===== src/rtl/mts_defines.vh =====
// Shared constants for the timer subsystem.
`ifndef MTS_DEFINES_VH
`define MTS_DEFINES_VH
// Core clock and derived rates in Hz: 125 MHz, 48 MHz, 24 MHz, 2 MHz, 4 MHz, 1.5 MHz, 32768 Hz.
`define MTS_CORE_HZ 64'h7735940
`define MTS_HZ_48M 64'h2dc6c00
`define MTS_HZ_24M 64'h16e3600
`define MTS_HZ_2M 64'h1e8480
`define MTS_HZ_4M 64'h3d0900
`define MTS_HZ_1M5 64'h16e360
`define MTS_HZ_LF 64'h8000
// Phase accumulator scale, two to the 24th.
`define MTS_ACC_ONE 64'h1000000
`define MTS_NUM_TK 6
`define MTS_TK_48M 0
`define MTS_TK_24M 1
`define MTS_TK_2M 2
`define MTS_TK_4M 3
`define MTS_TK_1M5 4
`define MTS_TK_LF 5
// Power modes.
`define MTS_PM_ACTIVE 2'h0
`define MTS_PM_IDLE 2'h1
`define MTS_PM_STANDBY 2'h2
`define MTS_PM_SHUTDOWN 2'h3
// Real-time counter: 38 fraction bits; the compare and capture slice has 2^-16 s weight.
`define MTS_RTC_W 70
`define MTS_RTC_SL_HI 53
`define MTS_RTC_SL_LO 22
`define MTS_RAT_HI 47
`define MTS_RAT_LO 16
// General timer modes.
`define MTS_GM_ONESHOT 3'h0
`define MTS_GM_PERIODIC 3'h1
`define MTS_GM_PWM 3'h2
`define MTS_GM_EDGE_TIME 3'h3
`define MTS_GM_EDGE_CNT 3'h4
// Auxiliary timer 2 clock selection.
`define MTS_A2_SEL_24M 2'h0
`define MTS_A2_SEL_2M 2'h1
`define MTS_A2_SEL_LF 2'h2
`endif


===== src/rtl/mts_timer_top.v =====
// Timer subsystem: real-time counter, general timers, auxiliary timers, radio timer, watchdogs.
`timescale 1ns/1ps
`include "mts_defines.vh"
module mts_timer_top (
	// Clock and reset
	input wire core_clk,
	input wire rstn,
	// System state
	input wire [1:0] power_mode,
	input wire dbg_halt,
	// Real-time counter
	input wire rtc_en,
	input wire rtc_dbg_run,
	input wire [31:0] rtc_inc,
	input wire rtc_cal_en,
	input wire [15:0] rtc_cal,
	input wire [2:0] rtc_ch_en,
	input wire [31:0] rtc_cmp,
	input wire [1:0] rtc_cap_evt,
	output reg [69:0] rtc_value_q,
	output reg rtc_cmp_evt_q,
	output reg [31:0] rtc_cap1_q,
	output reg [31:0] rtc_cap2_q,
	// General timer units
	input wire [3:0] gpt_split,
	input wire [7:0] gpt_en,
	input wire [23:0] gpt_mode,
	input wire [127:0] gpt_load,
	input wire [127:0] gpt_match,
	input wire [7:0] gpt_evt_in,
	output wire [127:0] gpt_value,
	output wire [7:0] gpt_evt_out,
	output wire [7:0] gpt_pwm,
	// Auxiliary timers 0 and 1
	input wire [1:0] aux_en,
	input wire [1:0] aux_periodic,
	input wire [1:0] aux_src_edge,
	input wire [7:0] aux_pre,
	input wire [31:0] aux_target,
	input wire [1:0] aux_tick_in,
	output wire [31:0] aux_value,
	output wire [1:0] aux_evt,
	// Auxiliary timer 2
	input wire aux2_en,
	input wire [1:0] aux2_clk_sel,
	input wire [15:0] aux2_period,
	input wire [3:0] aux2_ch_en,
	input wire [3:0] aux2_ch_cap,
	input wire [3:0] aux2_ch_periodic,
	input wire [63:0] aux2_cmp,
	input wire [3:0] aux2_cap_in,
	output reg [15:0] aux2_value_q,
	output wire [63:0] aux2_ch_val,
	output wire [3:0] aux2_evt,
	output wire [3:0] aux2_pwm,
	// Radio timer
	input wire radio_on,
	output reg [31:0] radio_time_q,
	// Watchdog
	input wire wdt_start,
	input wire wdt_kick,
	input wire [31:0] wdt_load,
	input wire wdt_irq_clr,
	output reg wdt_irq_q,
	output reg wdt_rst_q,
	// Always-on watchdog
	input wire aon_start,
	input wire aon_kick,
	input wire [31:0] aon_timeout,
	input wire aon_dbg_pause,
	output reg aon_rst_q
);
	reg [1:0] rs_q;
	wire rst_n = rs_q[1];
	wire [`MTS_NUM_TK-1:0] tk;
	wire [23:0] inc_tab [0:`MTS_NUM_TK-1];

	// Phase increment that makes a tick of the given rate out of the core clock.
	function [23:0] inc_of;
		input [63:0] hz;
		reg [63:0] t;
		begin
			t = (hz * `MTS_ACC_ONE) / `MTS_CORE_HZ;
			inc_of = t[23:0];
		end
	endfunction

	always @(posedge core_clk or negedge rstn) begin
		if (!rstn) begin
			rs_q <= 2'h0;
		end else begin
			rs_q <= {rs_q[0], 1'b1};
		end
	end

	assign inc_tab[`MTS_TK_48M] = inc_of(`MTS_HZ_48M);
	assign inc_tab[`MTS_TK_24M] = inc_of(`MTS_HZ_24M);
	assign inc_tab[`MTS_TK_2M] = inc_of(`MTS_HZ_2M);
	assign inc_tab[`MTS_TK_4M] = inc_of(`MTS_HZ_4M);
	assign inc_tab[`MTS_TK_1M5] = inc_of(`MTS_HZ_1M5);
	assign inc_tab[`MTS_TK_LF] = inc_of(`MTS_HZ_LF);

	// Fractional dividers: average rate is slightly low from the truncated increment, single ticks jitter by one core cycle.
	genvar g;
	generate
		for (g = 0; g < `MTS_NUM_TK; g = g + 1) begin : g_div
			reg [23:0] acc_q;
			reg tk_q;
			wire [24:0] sum = {1'b0, acc_q} + {1'b0, inc_tab[g]};
			always @(posedge core_clk or negedge rst_n) begin
				if (!rst_n) begin
					acc_q <= 24'h0;
					tk_q <= 1'b0;
				end else begin
					acc_q <= sum[23:0];
					tk_q <= sum[24];
				end
			end
			assign tk[g] = tk_q;
		end
	endgenerate

	wire pm_up = (power_mode == `MTS_PM_ACTIVE) || (power_mode == `MTS_PM_IDLE);
	wire pm_aon = (power_mode != `MTS_PM_SHUTDOWN);

	// Real-time counter.
	wire rtc_run = rtc_en && pm_aon && (!dbg_halt || rtc_dbg_run) && tk[`MTS_TK_LF];
	wire [31:0] cal_ext = rtc_cal_en ? {{16{rtc_cal[15]}}, rtc_cal} : 32'h0;
	wire [31:0] rtc_step = rtc_inc + cal_ext;
	wire [69:0] rtc_nxt = rtc_value_q + {38'h0, rtc_step};
	wire [31:0] rtc_sl = rtc_value_q[`MTS_RTC_SL_HI:`MTS_RTC_SL_LO];
	wire [31:0] rtc_nsl = rtc_nxt[`MTS_RTC_SL_HI:`MTS_RTC_SL_LO];

	always @(posedge core_clk or negedge rst_n) begin
		if (!rst_n) begin
			rtc_value_q <= 70'h0;
			rtc_cmp_evt_q <= 1'b0;
			rtc_cap1_q <= 32'h0;
			rtc_cap2_q <= 32'h0;
		end else begin
			rtc_cmp_evt_q <= 1'b0;
			if (rtc_run) begin
				rtc_value_q <= rtc_nxt;
				rtc_cmp_evt_q <= rtc_ch_en[0] && rtc_nsl == rtc_cmp && rtc_sl != rtc_cmp;
			end
			if (pm_aon && rtc_ch_en[1] && rtc_cap_evt[0]) begin
				rtc_cap1_q <= rtc_sl;
			end
			if (pm_aon && rtc_ch_en[2] && rtc_cap_evt[1]) begin
				rtc_cap2_q <= rtc_sl;
			end
		end
	end

	// General timer units, gated off outside active and idle.
	generate
		for (g = 0; g < 4; g = g + 1) begin : g_gtu
			mts_gtu u_gtu (
				.clk(core_clk),
				.rst_n(rst_n),
				.tick(tk[`MTS_TK_48M]),
				.run(pm_up),
				.split(gpt_split[g]),
				.en(gpt_en[2*g+:2]),
				.mode(gpt_mode[6*g+:6]),
				.load(gpt_load[32*g+:32]),
				.match(gpt_match[32*g+:32]),
				.edge_in(gpt_evt_in[2*g+:2]),
				.value_q(gpt_value[32*g+:32]),
				.evt_q(gpt_evt_out[2*g+:2]),
				.pwm_q(gpt_pwm[2*g+:2])
			);
		end
	endgenerate

	// Auxiliary timers 0 and 1 count up to their target.
	generate
		for (g = 0; g < 2; g = g + 1) begin : g_aux
			reg [15:0] cnt_q;
			reg [15:0] pre_q;
			reg run_q;
			reg en_q;
			reg src_q;
			reg evt_q;
			wire [15:0] pmask = ~(16'hffff << aux_pre[4*g+:4]);
			wire src_tk = aux_src_edge[g] ? (aux_tick_in[g] & ~src_q) : tk[`MTS_TK_24M];
			wire pre_tk = (pre_q & pmask) == pmask;
			always @(posedge core_clk or negedge rst_n) begin
				if (!rst_n) begin
					cnt_q <= 16'h0;
					pre_q <= 16'h0;
					run_q <= 1'b0;
					en_q <= 1'b0;
					src_q <= 1'b0;
					evt_q <= 1'b0;
				end else begin
					en_q <= aux_en[g];
					src_q <= aux_tick_in[g];
					evt_q <= 1'b0;
					if (aux_en[g] && !en_q) begin
						run_q <= 1'b1;
						cnt_q <= 16'h0;
						pre_q <= 16'h0;
					end else if (!aux_en[g]) begin
						run_q <= 1'b0;
					end else if (run_q && pm_aon && src_tk) begin
						pre_q <= pre_q + 16'h1;
						if (pre_tk && cnt_q == aux_target[16*g+:16]) begin
							evt_q <= 1'b1;
							cnt_q <= 16'h0;
							run_q <= aux_periodic[g];
						end else if (pre_tk) begin
							cnt_q <= cnt_q + 16'h1;
						end
					end
				end
			end
			assign aux_value[16*g+:16] = cnt_q;
			assign aux_evt[g] = evt_q;
		end
	endgenerate

	// Auxiliary timer 2 wraps at its period on the selected clock.
	reg a2_tk;
	always @* begin
		case (aux2_clk_sel)
			`MTS_A2_SEL_24M: a2_tk = tk[`MTS_TK_24M];
			`MTS_A2_SEL_2M: a2_tk = tk[`MTS_TK_2M];
			`MTS_A2_SEL_LF: a2_tk = tk[`MTS_TK_LF];
			default: a2_tk = 1'b0;
		endcase
	end
	wire a2_run = aux2_en && pm_aon && a2_tk;

	always @(posedge core_clk or negedge rst_n) begin
		if (!rst_n) begin
			aux2_value_q <= 16'h0;
		end else if (!aux2_en) begin
			aux2_value_q <= 16'h0;
		end else if (a2_run) begin
			aux2_value_q <= (aux2_value_q == aux2_period) ? 16'h0 : aux2_value_q + 16'h1;
		end
	end

	generate
		for (g = 0; g < 4; g = g + 1) begin : g_a2ch
			reg [15:0] val_q;
			reg armed_q;
			reg cen_q;
			reg cin_q;
			reg evt_q;
			reg pwm_q;
			wire [15:0] cmp = aux2_cmp[16*g+:16];
			always @(posedge core_clk or negedge rst_n) begin
				if (!rst_n) begin
					val_q <= 16'h0;
					armed_q <= 1'b0;
					cen_q <= 1'b0;
					cin_q <= 1'b0;
					evt_q <= 1'b0;
					pwm_q <= 1'b0;
				end else begin
					cen_q <= aux2_ch_en[g];
					cin_q <= aux2_cap_in[g];
					evt_q <= 1'b0;
					pwm_q <= aux2_en && aux2_ch_en[g] && !aux2_ch_cap[g] && aux2_value_q < cmp;
					if (aux2_ch_en[g] && !cen_q) begin
						armed_q <= 1'b1;
					end else if (!aux2_ch_en[g]) begin
						armed_q <= 1'b0;
					end else if (aux2_ch_cap[g]) begin
						if (armed_q && aux2_en && pm_aon && aux2_cap_in[g] && !cin_q) begin
							val_q <= aux2_value_q;
							evt_q <= 1'b1;
							armed_q <= aux2_ch_periodic[g];
						end
					end else if (armed_q && a2_run && aux2_value_q == cmp) begin
						evt_q <= 1'b1;
						armed_q <= aux2_ch_periodic[g];
					end
				end
			end
			assign aux2_ch_val[16*g+:16] = val_q;
			assign aux2_evt[g] = evt_q;
			assign aux2_pwm[g] = pwm_q;
		end
	endgenerate

	// Radio timer.
	reg radio_q;
	always @(posedge core_clk or negedge rst_n) begin
		if (!rst_n) begin
			radio_q <= 1'b0;
			radio_time_q <= 32'h0;
		end else begin
			radio_q <= radio_on;
			if (radio_on != radio_q) begin
				radio_time_q <= rtc_value_q[`MTS_RAT_HI:`MTS_RAT_LO];
			end else if (radio_on && pm_up && tk[`MTS_TK_4M]) begin
				radio_time_q <= radio_time_q + 32'h1;
			end
		end
	end

	// Watchdog: first expiry raises the interrupt, an expiry with it still pending resets.
	reg wdt_on_q;
	reg [31:0] wdt_cnt_q;
	wire wdt_tk = wdt_on_q && pm_aon && !dbg_halt && tk[`MTS_TK_1M5];
	wire wdt_exp = wdt_tk && wdt_cnt_q == 32'h0;
	always @(posedge core_clk or negedge rst_n) begin
		if (!rst_n) begin
			wdt_on_q <= 1'b0;
			wdt_cnt_q <= 32'h0;
			wdt_irq_q <= 1'b0;
			wdt_rst_q <= 1'b0;
		end else begin
			wdt_rst_q <= wdt_exp && wdt_irq_q;
			if (wdt_exp) begin
				wdt_irq_q <= 1'b1;
			end else if (wdt_irq_clr) begin
				wdt_irq_q <= 1'b0;
			end
			if (wdt_start && !wdt_on_q) begin
				wdt_on_q <= 1'b1;
				wdt_cnt_q <= wdt_load;
			end else if (wdt_on_q && wdt_kick) begin
				wdt_cnt_q <= wdt_load;
			end else if (wdt_exp) begin
				wdt_cnt_q <= wdt_load;
			end else if (wdt_tk) begin
				wdt_cnt_q <= wdt_cnt_q - 32'h1;
			end
		end
	end

	// Always-on watchdog; only the reset clears its running flag.
	reg aon_on_q;
	reg [31:0] aon_cnt_q;
	wire aon_tk = aon_on_q && pm_aon && !(dbg_halt && aon_dbg_pause) && tk[`MTS_TK_LF];
	always @(posedge core_clk or negedge rst_n) begin
		if (!rst_n) begin
			aon_on_q <= 1'b0;
			aon_cnt_q <= 32'h0;
			aon_rst_q <= 1'b0;
		end else begin
			aon_rst_q <= 1'b0;
			if (aon_start && !aon_on_q) begin
				aon_on_q <= 1'b1;
				aon_cnt_q <= aon_timeout;
			end else if (aon_on_q && aon_kick) begin
				aon_cnt_q <= aon_timeout;
			end else if (aon_tk && aon_cnt_q <= 32'h1) begin
				aon_rst_q <= 1'b1;
				aon_cnt_q <= aon_timeout;
			end else if (aon_tk) begin
				aon_cnt_q <= aon_cnt_q - 32'h1;
			end
		end
	end
endmodule // mts_timer_top


===== src/rtl/mts_gtu.v =====
// One general timer unit: one 32-bit timer or two 16-bit halves.
`timescale 1ns/1ps
`include "mts_defines.vh"
module mts_gtu (
	// Clock and reset
	input wire clk,
	input wire rst_n,
	// Control
	input wire tick,
	input wire run,
	input wire split,
	input wire [1:0] en,
	input wire [5:0] mode,
	input wire [31:0] load,
	input wire [31:0] match,
	input wire [1:0] edge_in,
	// Results
	output reg [31:0] value_q,
	output reg [1:0] evt_q,
	output reg [1:0] pwm_q
);
	localparam [31:0] MASK16 = 32'h0000ffff;
	localparam [31:0] MASK32 = 32'hffffffff;
	reg [31:0] cnt_q;
	reg [1:0] en_q;
	reg [1:0] edge_q;

	// Returns the event flag over the next count for one timer of any width.
	function [32:0] step;
		input [31:0] c;
		input [31:0] ld;
		input [31:0] mt;
		input [2:0] md;
		input tk;
		input eg;
		input [31:0] msk;
		reg [31:0] n;
		reg e;
		begin
			n = c;
			e = 1'b0;
			case (md)
				`MTS_GM_ONESHOT: if (tk && c != 32'h0) begin
					n = c - 32'h1;
					e = (c == 32'h1);
				end
				`MTS_GM_PERIODIC, `MTS_GM_PWM: if (tk) begin
					n = (c == 32'h0) ? ld : c - 32'h1;
					e = (c == 32'h0);
				end
				`MTS_GM_EDGE_TIME: if (eg) begin
					n = 32'h0;
					e = 1'b1;
				end else if (tk) begin
					n = (c + 32'h1) & msk;
				end
				`MTS_GM_EDGE_CNT: if (eg) begin
					n = (c + 32'h1) & msk;
					e = (((c + 32'h1) & msk) == mt);
				end
				default: n = c;
			endcase
			step = {e, n & msk};
		end
	endfunction

	// Edge modes start from zero, the others from the load value.
	function [31:0] start;
		input [2:0] md;
		input [31:0] ld;
		begin
			start = (md == `MTS_GM_EDGE_TIME || md == `MTS_GM_EDGE_CNT) ? 32'h0 : ld;
		end
	endfunction

	wire [1:0] rise = edge_in & ~edge_q;
	wire [1:0] arm = en & ~en_q;
	wire [1:0] act = {split & en[1], en[0]} & {2{run}};
	wire [31:0] msk_lo = split ? MASK16 : MASK32;
	wire [31:0] c_lo = cnt_q & msk_lo;
	wire [31:0] c_hi = {16'h0, cnt_q[31:16]};
	wire [32:0] s_lo = step(c_lo, load & msk_lo, match & msk_lo, mode[2:0], tick, rise[0], msk_lo);
	wire [32:0] s_hi = step(c_hi, {16'h0, load[31:16]}, {16'h0, match[31:16]}, mode[5:3],
		tick, rise[1], MASK16);
	wire [31:0] n_lo = arm[0] ? start(mode[2:0], load & msk_lo) : (act[0] ? s_lo[31:0] : c_lo);
	wire [31:0] n_hi = arm[1] ? start(mode[5:3], {16'h0, load[31:16]}) :
		(act[1] ? s_hi[31:0] : c_hi);
	wire [31:0] n_all = split ? {n_hi[15:0], n_lo[15:0]} : n_lo;
	wire cap_lo = act[0] && rise[0] && mode[2:0] == `MTS_GM_EDGE_TIME;
	wire cap_hi = act[1] && rise[1] && mode[5:3] == `MTS_GM_EDGE_TIME;
	wire hold_lo = mode[2:0] == `MTS_GM_EDGE_TIME;
	wire hold_hi = mode[5:3] == `MTS_GM_EDGE_TIME;
	wire [31:0] v_lo = cap_lo ? c_lo : (hold_lo ? value_q & msk_lo : n_lo);
	wire [31:0] v_hi = cap_hi ? c_hi : (hold_hi ? {16'h0, value_q[31:16]} : n_hi);

	always @(posedge clk or negedge rst_n) begin
		if (!rst_n) begin
			cnt_q <= 32'h0;
			value_q <= 32'h0;
			en_q <= 2'h0;
			edge_q <= 2'h0;
			evt_q <= 2'h0;
			pwm_q <= 2'h0;
		end else begin
			en_q <= en;
			edge_q <= edge_in;
			cnt_q <= n_all;
			value_q <= split ? {v_hi[15:0], v_lo[15:0]} : v_lo;
			evt_q <= act & {s_hi[32], s_lo[32]};
			pwm_q[0] <= act[0] && mode[2:0] == `MTS_GM_PWM && c_lo < (match & msk_lo);
			pwm_q[1] <= act[1] && mode[5:3] == `MTS_GM_PWM && c_hi < {16'h0, match[31:16]};
		end
	end
endmodule // mts_gtu


===== config.mk =====
export PLATFORM = sky130hd
export DESIGN_NAME = mts_timer_top
export DESIGN_NICKNAME = d
export VERILOG_FILES = /design/src/rtl/mts_timer_top.v /design/src/rtl/mts_gtu.v
export VERILOG_INCLUDE_DIRS = /design/src /design/src/rtl
export SDC_FILE = /design/constraint.sdc
export NUM_CORES = 2
export LEC_CHECK = 0
export ABC_CLOCK_PERIOD_IN_PS = 46600
export BUFFER_PORTS_ARGS = -buffer_cell sky130_fd_sc_hd__buf_2
export CAP_MARGIN = 30
export CORE_AREA = 2 2 411 413
export DETAILED_ROUTE_END_ITERATION = 16
export DIE_AREA = 0 0 413 415
export PLACE_DENSITY = 0.63
export SYNTH_ARGS = -nofsm -noshare
export SYNTH_HDL_FRONTEND = slang
export SYNTH_SLANG_ARGS = --single-unit

===== constraint.sdc =====
create_clock -name core_clk -period 46.6 [get_ports core_clk]
set_clock_uncertainty 0.2 [all_clocks]
set_input_delay 4.66 -clock core_clk [delete_from_list [all_inputs] [get_ports core_clk]]
set_output_delay 4.66 -clock core_clk [all_outputs]
set_load 0.05 [all_outputs]

==> impl_metrics.csv <==
group,metric,value,unit
logic_synthesis,synth.most_common_cell,"nand2_1",
global_route,grt_remaining_overflow,0,
clock_network,cts_resized,0,
floorplanning,fp.dieW,413,µm
clock_network,path_clk_slew,0.06,ns
logic_synthesis,syn-num-nets,10900,
route,vias,84600,
logic_synthesis,synth_area_leaders,"dfrtp_1 (28%), o21ai_0 (6.5%), nand2_1 (6.2%), ha_1 (5.9%), xnor2_1 (5.4%)",
route,drc,0,
placement,detailed_place_hpwl,277000,µm
global_route,grt_max_degree,142,
placement,dpl-instance-area,81800,µm²
route,drt-total-wl,370000,µm
route,avgViaCountPerCell,6.51,
sta,finalWorstSetupSlack,35.40,ns
layout,multi_input_area,49400,µm²
logic_synthesis,synth.distinct_cells,99,
logic_synthesis,syn_avg_cell_area,7.49,µm²
hold_path,min_path_type,"reg2async",
clock_network,htreeDepth,3,
run,maxCapViolCount,0,
floorplanning,start_util,0.447,
layout,regArea,21100,µm²
layout,fin_nets,11600,
layout,utilization,0.514,
logic_synthesis,async_flop_share,1.00,
status,status,"finished clean",
logic_synthesis,ys_seq_elements,843,
sta,worstMarginPinSlew,1.19,ns
sta,fin_crit_sh,0.240,
logic_synthesis,synth_seq_area_share,0.283,
setup_path,path_class,"in2reg",
clock_network,cts_setup_buffers,0,
floorplanning,row_count,150,
setup_path,worstSetupEndpointType,"flop",
logic_synthesis,synthTopCellsByCount,"nand2_1 (1238), o21ai_0 (971), dfrtp_1 (843)",
floorplanning,io_pins,1047,
layout,area_growth,14.9,%
placement,gp_congestion,1.03,
logic_synthesis,postSynthCellCount,9943,
sta,hold_violations,0,
route,firstDrtPassIters,9,
logic_synthesis,ys_warn_count,0,
clock_network,clock_latency,0.78,ns
clock_network,cts_buffer_depth,3,
sta,max_slew_margin,0.205,
sta,fin_crit,11.20,ns
global_route,grt_pass1_wl,537000,µm
global_route,grt_pass1_vias,78400,
clock_network,cts_buffers,103,
placement,pre_cts_slack,34.77,ns
logic_synthesis,synth_top_area_frac,0.283,
setup_path,reg2reg_depth,11,
setup_path,start_kind,"input pin",
pwr,power_density,29.2,nW/µm²
route,drt-initial-drc-count,11400,
logic_synthesis,synth_edf_count,0,
sta,tns,0,ns
setup_path,crit_arrival,11.70,ns
clock_network,cts.sinks,843,
global_route,antenna_found_initial,77,
logic_synthesis,synth_area,74500,µm²
layout,n_fill_cell,16500,
route,final_antenna_net_count,0,
clock_network,tritoncts,"done",
pwr,cellLeakagePower,37.8,nW
floorplanning,dieArea,171000,µm²
pwr,peakVddDrop,0.0328,mV
placement,port_buffers,1046,
layout,drive_above_1_share,0.161,
sta,slew_violations,0,
sta,rsz0062_at_grt,"false",
clock_network,cts_root_buf,"clkbuf_16",
setup_path,required,47.10,ns
layout,final_area,85600,µm²
floorplanning,die_h,415,µm
sta,setup_viol,0,
logic_synthesis,synth_top_cell_by_area,"dfrtp_1",
route,avgRoutedWirePerCell,28.5,µm
sta,fmax,89.3,MHz
global_route,track_usage,0.413,
setup_path,cp_max_fo,16,
clock_network,cts_hold_buf,0,
logic_synthesis,ys.flop_type,"dfrtp_1",
floorplanning,fp.coreArea,167000,µm²
[cells in the final DEF, fill, tap and decap left out, types with 153 or more instances in the layout]
cell,netlist,routed
nand2_1,1238,1237
buf_2,17,1052
o21ai_0,971,969
dfrtp_1,843,841
nor2_1,842,835
a21oi_1,784,784
xnor2_1,456,456
nand3_1,354,354
inv_1,356,353
ha_1,349,349
nor3_1,299,293
xor2_1,269,268
buf_4,14,245
a31oi_1,173,173
nand4_1,153,153
[metal layers]
metal	track usage	wire, µm
met5	0	237
met4	0.253	26200
met3	0.0909	38900
met2	0.621	160000
met1	0.538	145000
[path summary, 6_finish.rpt]
kind / start / to / slack, ns
worst max-delay path: rtc_cal_en / rtc_cmp_evt_q$_DFF_PN0_ / 35.40
worst max register to register: g_gtu[0].u_gtu.cnt_q[8]$_DFF_PN0_ / g_gtu[0].u_gtu.value_q[31]$_DFFE_PN0P_ / 41.32
worst min-delay path: rs_q[1]$_DFF_PN0_ / g_gtu[3].u_gtu.value_q[11]$_DFFE_PN0P_ / 0.15
min in group core_clk: rs_q[0]$_DFF_PN0_ / rs_q[1]$_DFF_PN0_ / 0.15
max in group asynchronous: rs_q[1]$_DFF_PN0_ / g_aux[1].cnt_q[1]$_DFFE_PN0P_ / 41.82
worst min register to register: rs_q[1]$_DFF_PN0_ / g_gtu[3].u_gtu.value_q[11]$_DFFE_PN0P_ / 0.15
[worst max-delay path: stages]
cell and delay, ns:
buf_2 0.17, and2_1 0.16, ha_1 0.25, inv_1 0.10, fa_1 0.21, nor2b_1 0.05, o21ai_0 0.20, a21oi_1 0.18
o211ai_1 0.24, a31oi_1 0.17, a221o_1 0.38, a21oi_1 0.79, o21ai_0 0.26, xnor2_1 0.19, ha_1 0.40, nand2_1 0.16
nor4_1 0.52, o21ai_0 0.39, and2_0 0.38, o22ai_1 0.37, xor2_1 0.15, or4_1 0.52, a2111oi_0 0.37, o2111ai_1 0.19
nor4_1 0.24
[metrics by stage]
stage,std cells,power (W),hold slack [ns]
4_1_cts,12900,0.00249,0.157
3_3_place_gp,12700,0.00162,0.140
6_report,13000,0.00250,0.146
3_5_place_dp,12700,0.00162,0.140
2_1_floorplan,9943,0.00134,0.131
5_1_grt,13000,0.00260,0.158
[flip-flops by register name (all words and copies together) (netlist names), 6 cells and up]
register / count
g_aux.pre_q: 30
g_gtu.u_gtu.en_q: 8
rtc_cap2_q: 32
rtc_cap1_q: 32
rtc_value_q: 70
g_a2ch.val_q: 64
g_gtu.u_gtu.value_q: 128
g_gtu.u_gtu.evt_q: 8
aon_cnt_q: 32
radio_time_q: 32
g_div.tk_q: 6
g_gtu.u_gtu.pwm_q: 8
wdt_cnt_q: 32
g_gtu.u_gtu.cnt_q: 128
g_div.acc_q: 140
g_aux.cnt_q: 32
g_gtu.u_gtu.edge_q: 8
aux2_value_q: 16
[power by group]
part	total, W	leakage [nW]	switching [W]	internal, W
logic	0.000789	25.2	0.000543	0.000246
clock network	0.000857	1.76	0.000368	0.000489
registers	0.000855	10.9	0.0000781	0.000777
total	0.00250	37.8	0.000989	0.00151
[logic make-up (layout without fill, tap and decap cells)]
logic type	count (synthesis)	in the layout	share of synthesized area
compound gates	3046	3046	0.254
xor+xnor	726	726	0.0856
fa+ha+maj	351	351	0.0592
buf+inv	1075	1854	0.0552
flops	843	843	0.283
mux	173	173	0.0255
other cells	1	59	0.0000504
simple gates	3728	3728	0.237
[final cells by class]
| cell class | instances | area share |
|---|---|---|
| Timing Repair Buffer | 1306 | 0.0847 |
| Clock buffer | 135 | 0.0335 |
| Antenna cell | 58 | 0.00170 |
| Tap cell | 2204 | 0.0322 |
| Clock inverter | 55 | 0.00841 |
| Inverter | 358 | 0.0157 |
| Multi-Input combinational cell | 8025 | 0.577 |
| Sequential cell | 843 | 0.247 |
Note: power is estimated with default switching activity, not from simulation.
